--- config.mk ---
export PLATFORM = sky130hd
export DESIGN_NAME = adc_sequencer
export DESIGN_NICKNAME = d
export VERILOG_FILES = /design/src/include/adc_seq_pkg.sv /design/src/adc_sequencer.sv
export SDC_FILE = /design/constraint.sdc
export NUM_CORES = 1
export LEC_CHECK = 0
export ABC_CLOCK_PERIOD_IN_PS = 5590
export BUFFER_PORTS_ARGS = -buffer_cell sky130_fd_sc_hd__buf_2
export CAP_MARGIN = 20
export CORE_MARGIN = 2
export CORE_UTILIZATION = 60
export DETAILED_ROUTE_END_ITERATION = 8
export PLACE_DENSITY = 0.9
export SLEW_MARGIN = 5
export SYNTH_ARGS = -nofsm -noshare
export SYNTH_HDL_FRONTEND = slang
export SYNTH_SLANG_ARGS = --single-unit
--- constraint.sdc ---
create_clock -name core_clk -period 5.59 [get_ports core_clk]
set_input_delay 0.2795 -clock core_clk [delete_from_list [all_inputs] [get_ports core_clk]]
set_output_delay 0.2795 -clock core_clk [all_outputs]
set_load 0.03 [all_outputs]
--- src/include/adc_seq_pkg.sv ---
// Constants and types for the simultaneous-sampling converter sequencer
package adc_seq_pkg;
	localparam int        CLK_HZ          = 50_000_000;
	localparam int        CONV_SLOT_NS    = 3000;
	localparam int        CONV_SLOT_CYC   = (CONV_SLOT_NS * (CLK_HZ / 1_000_000)) / 1000;
	localparam int        SLOT_CNT_W      = 8;
	localparam int        RESULT_W        = 14;
	localparam int        CHANNELS        = 4;
	localparam int        MODE_W          = 4;
	localparam int        MODE_PD_BIT     = 3;
	localparam int        MODE_BANK_BIT   = 2;
	localparam logic [3:0] MODE_RESET     = 4'h0;
	localparam logic [1:0] CH_FIRST       = 2'h0;

	typedef enum logic [1:0] {
		ST_IDLE,
		ST_CONVERT,
		ST_STORE
	} seq_state_t;
endpackage

--- src/adc_sequencer.sv ---
// Sequencer, result memory and parallel host interface of the converter
//
// What this block does
// - A rising edge on conversion_start samples all four inputs of the chosen bank and starts the sequence.
// - Each channel takes one 3 us slot and its 14-bit result goes to its own word of a four-word memory.
// - Start pulses are ignored while a sequence is still running.
// - After the last conversion done_n goes low and the track/holds return to tracking.
// - One to four channels of bank A or bank B are converted, all sampled together.
// - Reads are sequential only; the first read after a sequence returns channel one.
// - After all programmed channels are read the pointer wraps back to channel one.
// - Chip select may stay low across a series of read strobes.
// - Timing derives from the clock, the start input, the programmed mode and the read strobes, which hold off buffer stores and done_n.
// - Results use a 14-bit bus, bit 13 most significant; the low four bits also carry the mode code.
// - Mode bit 3 is power-down, bit 2 selects bank B, bits 1:0 are channel count minus one; zero at reset.
// - The mode code is latched on the rising edge of write or chip select and kept until rewritten.
// - done_n returns high on the first read falling edge; the pointer advances on each read rising edge.
// - With chip select high, write and read are ignored and the data pins are released.
`timescale 1ns/1ps
module adc_sequencer
	import adc_seq_pkg::*;
(
	// Clock and reset
	input  wire logic                  core_clk,
	input  wire logic                  sys_rst,
	// Control strobes from host
	input  wire logic                  chip_select_n,
	input  wire logic                  write_n,
	input  wire logic                  read_n,
	input  wire logic                  conversion_start,
	// Bidirectional data pins
	input  wire logic [RESULT_W-1:0]   data_in,
	output logic      [RESULT_W-1:0]   data_out,
	output logic                       data_oe_n,
	// Converter core
	input  wire logic [RESULT_W-1:0]   conv_result,
	output logic                       track_hold_n,
	output logic                       bank_b_select,
	output logic      [1:0]            convert_channel,
	output logic                       power_down,
	// Completion
	output logic                       done_n
);
	// Converted words flow through a two-entry buffer into the memory
	logic [RESULT_W-1:0] mem_reg [CHANNELS];
	logic [MODE_W-1:0]   mode_reg;
	logic [MODE_W-1:0]   wr_code_reg;
	logic [1:0]          rd_ptr_reg;
	logic [1:0]          conv_ch_reg;
	logic [SLOT_CNT_W-1:0] slot_cnt_reg;
	seq_state_t          state_reg;
	logic                start_d_reg;
	logic                wr_cycle_reg;
	logic                rd_d_reg;
	logic                first_rd_reg;
	logic [RESULT_W-1:0] data_out_reg;
	logic                data_oe_n_reg;
	logic                track_hold_n_reg;
	logic                done_n_reg;
	logic [RESULT_W-1:0] buf_data_reg [2];
	logic [1:0]          buf_ch_reg [2];
	logic                buf_wp_reg;
	logic                buf_rp_reg;
	logic [1:0]          buf_cnt_reg;

	function automatic logic [1:0] ptr_step(input logic [1:0] p, input logic [1:0] last);
		ptr_step = (p == last) ? CH_FIRST : p + 2'h1;
	endfunction

	wire       cs_active   = !chip_select_n;
	wire       wr_active   = cs_active && !write_n;
	wire       wr_release  = wr_cycle_reg && !wr_active;
	wire       rd_active   = cs_active && !read_n;
	wire       rd_fall     = rd_active && !rd_d_reg;
	wire       rd_rise     = !rd_active && rd_d_reg;
	wire       pd_mode     = mode_reg[MODE_PD_BIT];
	wire [1:0] last_ch     = mode_reg[1:0];
	wire       start_rise  = conversion_start && !start_d_reg;
	wire       start_take  = start_rise && (state_reg == ST_IDLE) && !pd_mode;
	wire       slot_end    = slot_cnt_reg == SLOT_CNT_W'(CONV_SLOT_CYC - 1);
	wire       buf_in_rdy  = buf_cnt_reg != 2'h2;
	wire       buf_in_vld  = (state_reg == ST_CONVERT) && slot_end;
	wire       buf_out_vld = buf_cnt_reg != 2'h0;
	wire       buf_out_rdy = !rd_active;
	wire       buf_push    = buf_in_vld && buf_in_rdy;
	wire       buf_pop     = buf_out_vld && buf_out_rdy;
	wire       last_slot   = conv_ch_reg == last_ch;
	wire       seq_done    = (state_reg == ST_STORE) && !buf_out_vld;

	always_ff @(posedge core_clk) begin
		if (sys_rst) begin
			start_d_reg  <= 1'b0;
			wr_cycle_reg <= 1'b0;
			rd_d_reg     <= 1'b0;
			wr_code_reg  <= MODE_RESET;
			mode_reg     <= MODE_RESET;
		end else begin
			start_d_reg  <= conversion_start;
			wr_cycle_reg <= wr_active;
			rd_d_reg     <= rd_active;
			// Code is staged while the strobe is low, applied at its release
			if (wr_active)
				wr_code_reg <= data_in[MODE_W-1:0];
			if (wr_release)
				mode_reg <= wr_code_reg;
		end
	end

	// Sequencer: sample, then one slot per channel, then drain buffer
	always_ff @(posedge core_clk) begin
		if (sys_rst) begin
			state_reg        <= ST_IDLE;
			conv_ch_reg      <= CH_FIRST;
			slot_cnt_reg     <= '0;
			track_hold_n_reg <= 1'b1;
		end else begin
			unique case (state_reg)
				ST_IDLE: begin
					if (start_take) begin
						state_reg        <= ST_CONVERT;
						track_hold_n_reg <= 1'b0;
						conv_ch_reg      <= CH_FIRST;
						slot_cnt_reg     <= '0;
					end
				end
				ST_CONVERT: begin
					if (!slot_end)
						slot_cnt_reg <= slot_cnt_reg + 1'b1;
					else if (buf_push) begin
						slot_cnt_reg <= '0;
						if (last_slot)
							state_reg <= ST_STORE;
						else
							conv_ch_reg <= conv_ch_reg + 2'h1;
					end
				end
				ST_STORE: begin
					if (seq_done) begin
						state_reg        <= ST_IDLE;
						track_hold_n_reg <= 1'b1;
					end
				end
				default: state_reg <= ST_IDLE;
			endcase
		end
	end

	// Two-entry buffer between converter and result memory
	always_ff @(posedge core_clk) begin
		if (sys_rst) begin
			buf_wp_reg  <= 1'b0;
			buf_rp_reg  <= 1'b0;
			buf_cnt_reg <= 2'h0;
		end else begin
			if (buf_push) begin
				buf_data_reg[buf_wp_reg] <= conv_result;
				buf_ch_reg[buf_wp_reg]   <= conv_ch_reg;
				buf_wp_reg               <= !buf_wp_reg;
			end
			if (buf_pop) begin
				mem_reg[buf_ch_reg[buf_rp_reg]] <= buf_data_reg[buf_rp_reg];
				buf_rp_reg                       <= !buf_rp_reg;
			end
			buf_cnt_reg <= buf_cnt_reg + {1'b0, buf_push} - {1'b0, buf_pop};
		end
	end

	// Read side, done flag and pin drive
	always_ff @(posedge core_clk) begin
		if (sys_rst) begin
			rd_ptr_reg    <= CH_FIRST;
			done_n_reg    <= 1'b1;
			first_rd_reg  <= 1'b0;
			data_out_reg  <= '0;
			data_oe_n_reg <= 1'b1;
		end else begin
			data_oe_n_reg <= !rd_active;
			if (rd_active)
				data_out_reg <= mem_reg[rd_ptr_reg];
			if (seq_done) begin
				done_n_reg   <= 1'b0;
				rd_ptr_reg   <= CH_FIRST;
				first_rd_reg <= 1'b1;
			end else begin
				if (rd_fall && first_rd_reg) begin
					done_n_reg   <= 1'b1;
					first_rd_reg <= 1'b0;
				end
				if (rd_rise)
					rd_ptr_reg <= ptr_step(rd_ptr_reg, last_ch);
			end
		end
	end

	assign data_out        = data_out_reg;
	assign data_oe_n       = data_oe_n_reg;
	assign track_hold_n    = track_hold_n_reg;
	assign done_n          = done_n_reg;
	assign bank_b_select   = mode_reg[MODE_BANK_BIT];
	assign convert_channel = conv_ch_reg;
	assign power_down      = mode_reg[MODE_PD_BIT];

	// Checks
	start_busy_a: assert property (@(posedge core_clk) disable iff (sys_rst)
		(state_reg == ST_CONVERT && !slot_end && start_rise) |=> slot_cnt_reg != '0 && !track_hold_n)
		else $error("start taken while busy");
	mode_latch_a: assert property (@(posedge core_clk) disable iff (sys_rst)
		wr_release |=> mode_reg == $past(wr_code_reg))
		else $error("mode not latched at strobe release");
	mode_hold_a: assert property (@(posedge core_clk) disable iff (sys_rst)
		!wr_release |=> $stable(mode_reg))
		else $error("mode changed without a write");
	start_take_a: assert property (@(posedge core_clk) disable iff (sys_rst)
		start_take |=> !track_hold_n && state_reg == ST_CONVERT)
		else $error("start edge did not begin sequence");
	slot_len_a: assert property (@(posedge core_clk) disable iff (sys_rst)
		$rose(state_reg == ST_CONVERT) |-> (state_reg == ST_CONVERT) [*8])
		else $error("conversion slot too short");
	done_low_a: assert property (@(posedge core_clk) disable iff (sys_rst)
		seq_done |=> !done_n && track_hold_n)
		else $error("done not signalled");
	pd_ignore_a: assert property (@(posedge core_clk) disable iff (sys_rst)
		(pd_mode && state_reg == ST_IDLE) |=> state_reg == ST_IDLE)
		else $error("start accepted in power-down");
	rd_release_a: assert property (@(posedge core_clk) disable iff (sys_rst)
		chip_select_n |=> data_oe_n)
		else $error("pins driven without select");
	done_clear_a: assert property (@(posedge core_clk) disable iff (sys_rst)
		(rd_fall && first_rd_reg && !seq_done) |=> done_n)
		else $error("done not cleared by read");
	ptr_wrap_a: assert property (@(posedge core_clk) disable iff (sys_rst)
		(rd_rise && !seq_done && rd_ptr_reg == last_ch) |=> rd_ptr_reg == CH_FIRST)
		else $error("read pointer failed to wrap");
	ptr_first_a: assert property (@(posedge core_clk) disable iff (sys_rst)
		seq_done |=> rd_ptr_reg == CH_FIRST)
		else $error("read pointer not at first channel");
endmodule
Word-level counts from Yosys, hierarchy flattened:

Memories as Yosys holds them, arrays and structs flattened. A register that Yosys moved wholly into a read port is not among the register bits.
Cells that the tools add are included.

* register bits after elaboration: 33
* bits in latches: 0
* bits in writable memories: 88
* bits in read-only memories: 0
* input port bits: 34
* output and inout port bits: 21
* logic and storage cells: 104
* memories: 3

* $add $sub $neg: 5
* $mul: 0
* divide/modulo/power cells: 0
* magnitude comparators: 0
* equality and inequality tests: 13
* shifts and indexed selects: 0
* multiplexer cells: 33
* bitwise gates (word level): 0
* reductions and logical operators: 34

Memories
* mem_reg: words 4, bits a word 14, rd ports 1, clocked after Yosys merged registers in 1, wr ports 1, line adc_sequencer.sv:44 `logic [RESULT_W-1:0] mem_reg [CHANNELS];`
* buf_data_reg: words 2, bits a word 14, rd ports 1, clocked after Yosys merged registers in 1, wr ports 1, line adc_sequencer.sv:59 `logic [RESULT_W-1:0] buf_data_reg [2];`
* buf_ch_reg: words 2, bits a word 2, rd ports 1, clocked after Yosys merged registers in 1, wr ports 1, line adc_sequencer.sv:60 `logic [1:0] buf_ch_reg [2];`

Operator list (count)
* $mux 8: 3
* $mux 2: 10
* $mux 1: 16
* $pmux 8 s2: 1
* $ne 2x2->1 const B: 7
* $logic_and 1x1->1: 13
* $logic_not 1->1: 11
* $reduce_and 5->1: 2
* $add 8x1->8 const B: 1
* $eq 8x8->1 const B: 1
* $reduce_bool 2->1: 4
* $pmux 2 s3: 1
* $reduce_and 3->1: 2
* $add 2x1->2 const B: 2
* $eq 2x2->1: 2
* $pmux 2 s2: 1
* $ne 3x3->1 const B: 1
* $add 2x1->2: 1
* $eq 2x1->1 const B: 1
* $eq 2x2->1 const B: 1
* $logic_not 2->1: 1
* $pmux 1 s2: 1
* $reduce_or 2->1: 1
* $sub 2x1->2: 1

Depth between registers and ports, before layout:

* word-level depth: 7
* mapped depth: 11
* mapped depth without buffers: 11

Worst setup path before layout:

Ideal clock, no wire load.

* path type: flip-flop to flip-flop
* start point: register slot_cnt_reg[0]
* end point: memory buf_ch_reg[1][0], enable pin
* setup time: 413 ps
* arrival: 2461 ps
* data required time: 5177 ps
* path slack: 2717 ps
* stages on the path, launching flop included: 6
* path buffers: 0
* clock period less this slack: 2873 ps
* cells stage by stage: dfxtp_1 ha_1 nand4_1 nor4_4 inv_2 nor3b_1

* longest elaborated chain between the ends: 6

Ends and longest elaborated chain
* start, declared: line adc_sequencer.sv:49 `logic [SLOT_CNT_W-1:0] slot_cnt_reg;`
* start signal, assigned: line adc_sequencer.sv:127 `slot_cnt_reg <= slot_cnt_reg + 1'b1;`
* $eq 8x8->1: line adc_sequencer.sv:79 `wire slot_end = slot_cnt_reg == SLOT_CNT_W'(CONV_SLOT_CYC - 1);`
* $logic_and 1x1->1: line adc_sequencer.sv:81 `wire buf_in_vld = (state_reg == ST_CONVERT) && slot_end;`
* $logic_and 1x1->1: line adc_sequencer.sv:84 `wire buf_push = buf_in_vld && buf_in_rdy;`
* $mux 1: line adc_sequencer.sv:154 `if (buf_push) begin`
* $mux 1: line adc_sequencer.sv:149 `if (sys_rst) begin`
* $mux 1 (not written as such): line adc_sequencer.sv:156 `buf_ch_reg[buf_wp_reg] <= conv_ch_reg;`
* end, declared: line adc_sequencer.sv:60

No other way between the ends.

Worst setup path after layout:

* start point: input read_n
* end point: register buf_cnt_reg[1]

* longest elaborated chain between the ends: 5

Ends and longest elaborated chain
* start, declared: line adc_sequencer.sv:28 `input wire logic read_n,`
* $logic_not 1->1: line adc_sequencer.sv:72 `wire rd_active = cs_active && !read_n;`
* $logic_and 1x1->1: line adc_sequencer.sv:72
* $logic_not 1->1: line adc_sequencer.sv:83 `wire buf_out_rdy = !rd_active;`
* $logic_and 1x1->1: line adc_sequencer.sv:85 `wire buf_pop = buf_out_vld && buf_out_rdy;`
* net buf_pop: line adc_sequencer.sv:85
* $sub 2x1->2: line adc_sequencer.sv:163 `buf_cnt_reg <= buf_cnt_reg + {1'b0, buf_push} - {1'b0, buf_pop};`
* end signal, assigned: line adc_sequencer.sv:163
* end, declared: line adc_sequencer.sv:63 `logic [1:0] buf_cnt_reg;`

The timed path passes the listed nets, and every way through them passes these cells.
A chain may end at the register's enable or synchronous reset.

==> run metrics <==
total die area 9520 um^2; Num CTS Buffers 17; post-CTS setup buffers 0; final setup TNS 0 ns; Clk Latency, worst-skew pair 0.52 ns; CTS tree done; layout cells sized above 1 27.4%; Routability Congestion 0.834; post-DR vias/cell 5.96; pwr dens 393 nW/um^2; CTS resizes 0; required time worst endpoint 5.96 ns; setup slack after layout 2.88 ns; hold path depth 3; Fillers 489; DRT Wirelength 11.0 mm; DR DRC count 0; Post-Syn Instances 364; Min-Delay Endpoint wr_code_reg[0]; 1st-pass router iterations 5; R2R cell count 6; CP Cell Sequence dlygate4sd3_1 > buf_2 > nor2_1 > nor2_1 > ha_1 > inv_1 > ha_1 > xor2_1 > xnor2_1 > nor2_1; GRT Overall Usage 24.0%; Distinct cells, synth 51; ys async rst share 0%; Pleak 2.30 nW; HP Class primary input to flop; RR Startpoint slot_cnt_reg[0]; #FFs+latches synth 136; Iteration-0 DRC Markers 344; register area share after synthesis 68.6%; # hold bufs at CTS 18; post-route cell area 6390 um^2; Worst-path clk slew 0.06 ns; critical hold path startpoint data_in[0]; Via Count 3319; total gr overflow 0; Crit-path slowest cell nor2_1; Starting Density 61.2%; io pins 55; number of synthesized flops with an enable pin 88; crit end category flop; nets 474; worst-margin pin slew 1.05 ns; FF-to-FF End buf_data_reg[1][11]; Primary FF master, synth edfxtp_1; number of max-cap violations 0; crit start category primary input; critical path class primary input to flop; crit-path most repeated cell nor2_1; outcome finished clean; Crit path buffers/inverters 3; total core area 8590 um^2; Detail Placement HPWL 6.25 mm; final hold violations 0; # setup viols final 0; pin count of the biggest net entering global routing 46; Data arrival, critical path 3.08 ns; Mapped Nets 402; minimum clock period 2.71 ns; PortBufs 44; Fin Clk Skew 0.00939 ns; clock sink count 136; chip height 97.6 um; Routed Antenna Nets 0; vias in the first global route 3243; post-DR wirelength/cell 19.8 um; max-slew violations 0; die width 97.6 um; Slew HR 29.9%; Antenna diodes 0; max reg flops 56; pre-CTS setup slack 2.82 ns; synthesized cell area 5260 um^2; num rows 34; Avg Inst Size Synth 14.4 um^2; first-pass GRT wire length 17.3 mm; R2R Setup Slk 2.97 ns; CP delay by family, top simple AND/OR/NAND/NOR gates; Clock Root Buffer clkbuf_8; Layout area overhead 21.5%; RSZ-0062 raised after global routing false; largest stage delay on the critical path 0.78 ns; clock buffer depth 2; IR drop worst, VDD 0.000275 V; Placed Area 5600 um^2; Ys Warns 0; fmax 0.369 GHz; crit path max fanout 16; H-tree levels 4; initial antenna violation count 0; Final Cycle Share 48.5%
[kinds of logic after synthesis]
group / after synthesis / share of synthesized area, %
compound gates: 53 / 6.28
xor+xnor: 9 / 1.50
fa+ha+maj: 4 / 0.952
buf+inv: 23 / 2.07
flops: 136 / 68.6
mux: 34 / 10.1
simple gates: 105 / 10.5
[layer usage]
metal / global-route usage, % / routed length (um) / up-vias
met2: 39.2 / 5590 / 149
met5: 0 / 0 / -
met1: 31.7 / 4580 / 1621
met4: 10.7 / 252 / 0
met3: 4.82 / 614 / 31
li1: - / - / 1518
[worst max-delay path by stage]
stage | startpoint | to | slack, ns | cells past startpoint
floorplan | slot_cnt_reg[0] | buf_ch_reg[1][0] | 2.72 | 5
global placement | slot_cnt_reg[0] | buf_data_reg[1][4] | 2.90 | 5
detailed placement | sys_rst | mem_reg[3][3] | 2.82 | 4
CTS | flop | mem_reg[3][9] | 2.88 | 3
global route | slot_cnt_reg[0] | buf_data_reg[1][11] | 2.79 | 6
finish | read_n | buf_cnt_reg[1] | 2.88 | 10
[worst register-to-register path, cell delays in order (launching register included)]
cell and delay [ns]:
dfxtp_1 0.42, ha_1 0.22, nand4_1 0.27, nor4_4 0.38
inv_2 0.11, nor3b_2 0.69, buf_6 0.24
[synthesized netlist by cell type, types with 6 or more instances]
cell | count | area, um^2
mux2i_1 | 6 | 60.1
or3_1 | 7 | 43.8
edfxtp_1 | 88 | 2640
a21oi_1 | 26 | 130
inv_1 | 6 | 22.5
dfxtp_1 | 48 | 961
mux4_2 | 14 | 315
nor3_1 | 6 | 30.0
o21ai_0 | 9 | 45.0
nor2_1 | 17 | 63.8
mux2_2 | 14 | 158
nand2_1 | 38 | 143
nand3_1 | 9 | 45.0
buf_2 | 6 | 30.0
[layout make-up]
cell class                 instances  area, um^2  share of cell area [%]
sequential                       136        3600                    56.4
multi-input combinational        205        1560                    24.5
clock buffer                      22         485                    7.60
timing repair buffer              69         483                    7.56
tap                              108         135                    2.12
clock inverter                    10        90.1                    1.41
inverter                           7        26.3                   0.411
[power by group]
group | switching (mW) | internal, mW
logic | 0.147 | 0.104
clock network | 0.420 | 0.654
registers | 0.0459 | 1.14
[stage by stage]
stage / instances / hold WS [ns] / util (%) / power (mW)
final: 557 / 0.0130 / 74.3 / 2.51
after global routing: 557 / 0.0201 / 74.3 / 2.58
after CTS: 555 / 0.00513 / 74.0 / 2.50
after detailed placement: 505 / 0.439 / 65.2 / 1.42
after global placement: 501 / 0.433 / 64.7 / 1.40
after floorplan: 364 / 0.351 / - / 1.35
[layout by cell type (no fill, tap or decap), drive strengths merged, types with 3 or more instances in the layout]
cell type and count:
edfxtp 88, buf 50, dfxtp 48, nand2 38
a21oi 27, clkbuf 23, dlygate4sd3 18, nor2 17
mux2 14, mux4 14, o21ai 11, nand3 9
inv 9, or3 8, mux2i 6, nor3 6
xor2 5, nor3b 5, xnor2 4, ha 4
clkinv 4, nand2b 3, nor2b 3, nand4 3
a211o 3, o2bb2ai 3, clkinvlp 3
Note: power is estimated with default switching activity, not from simulation.
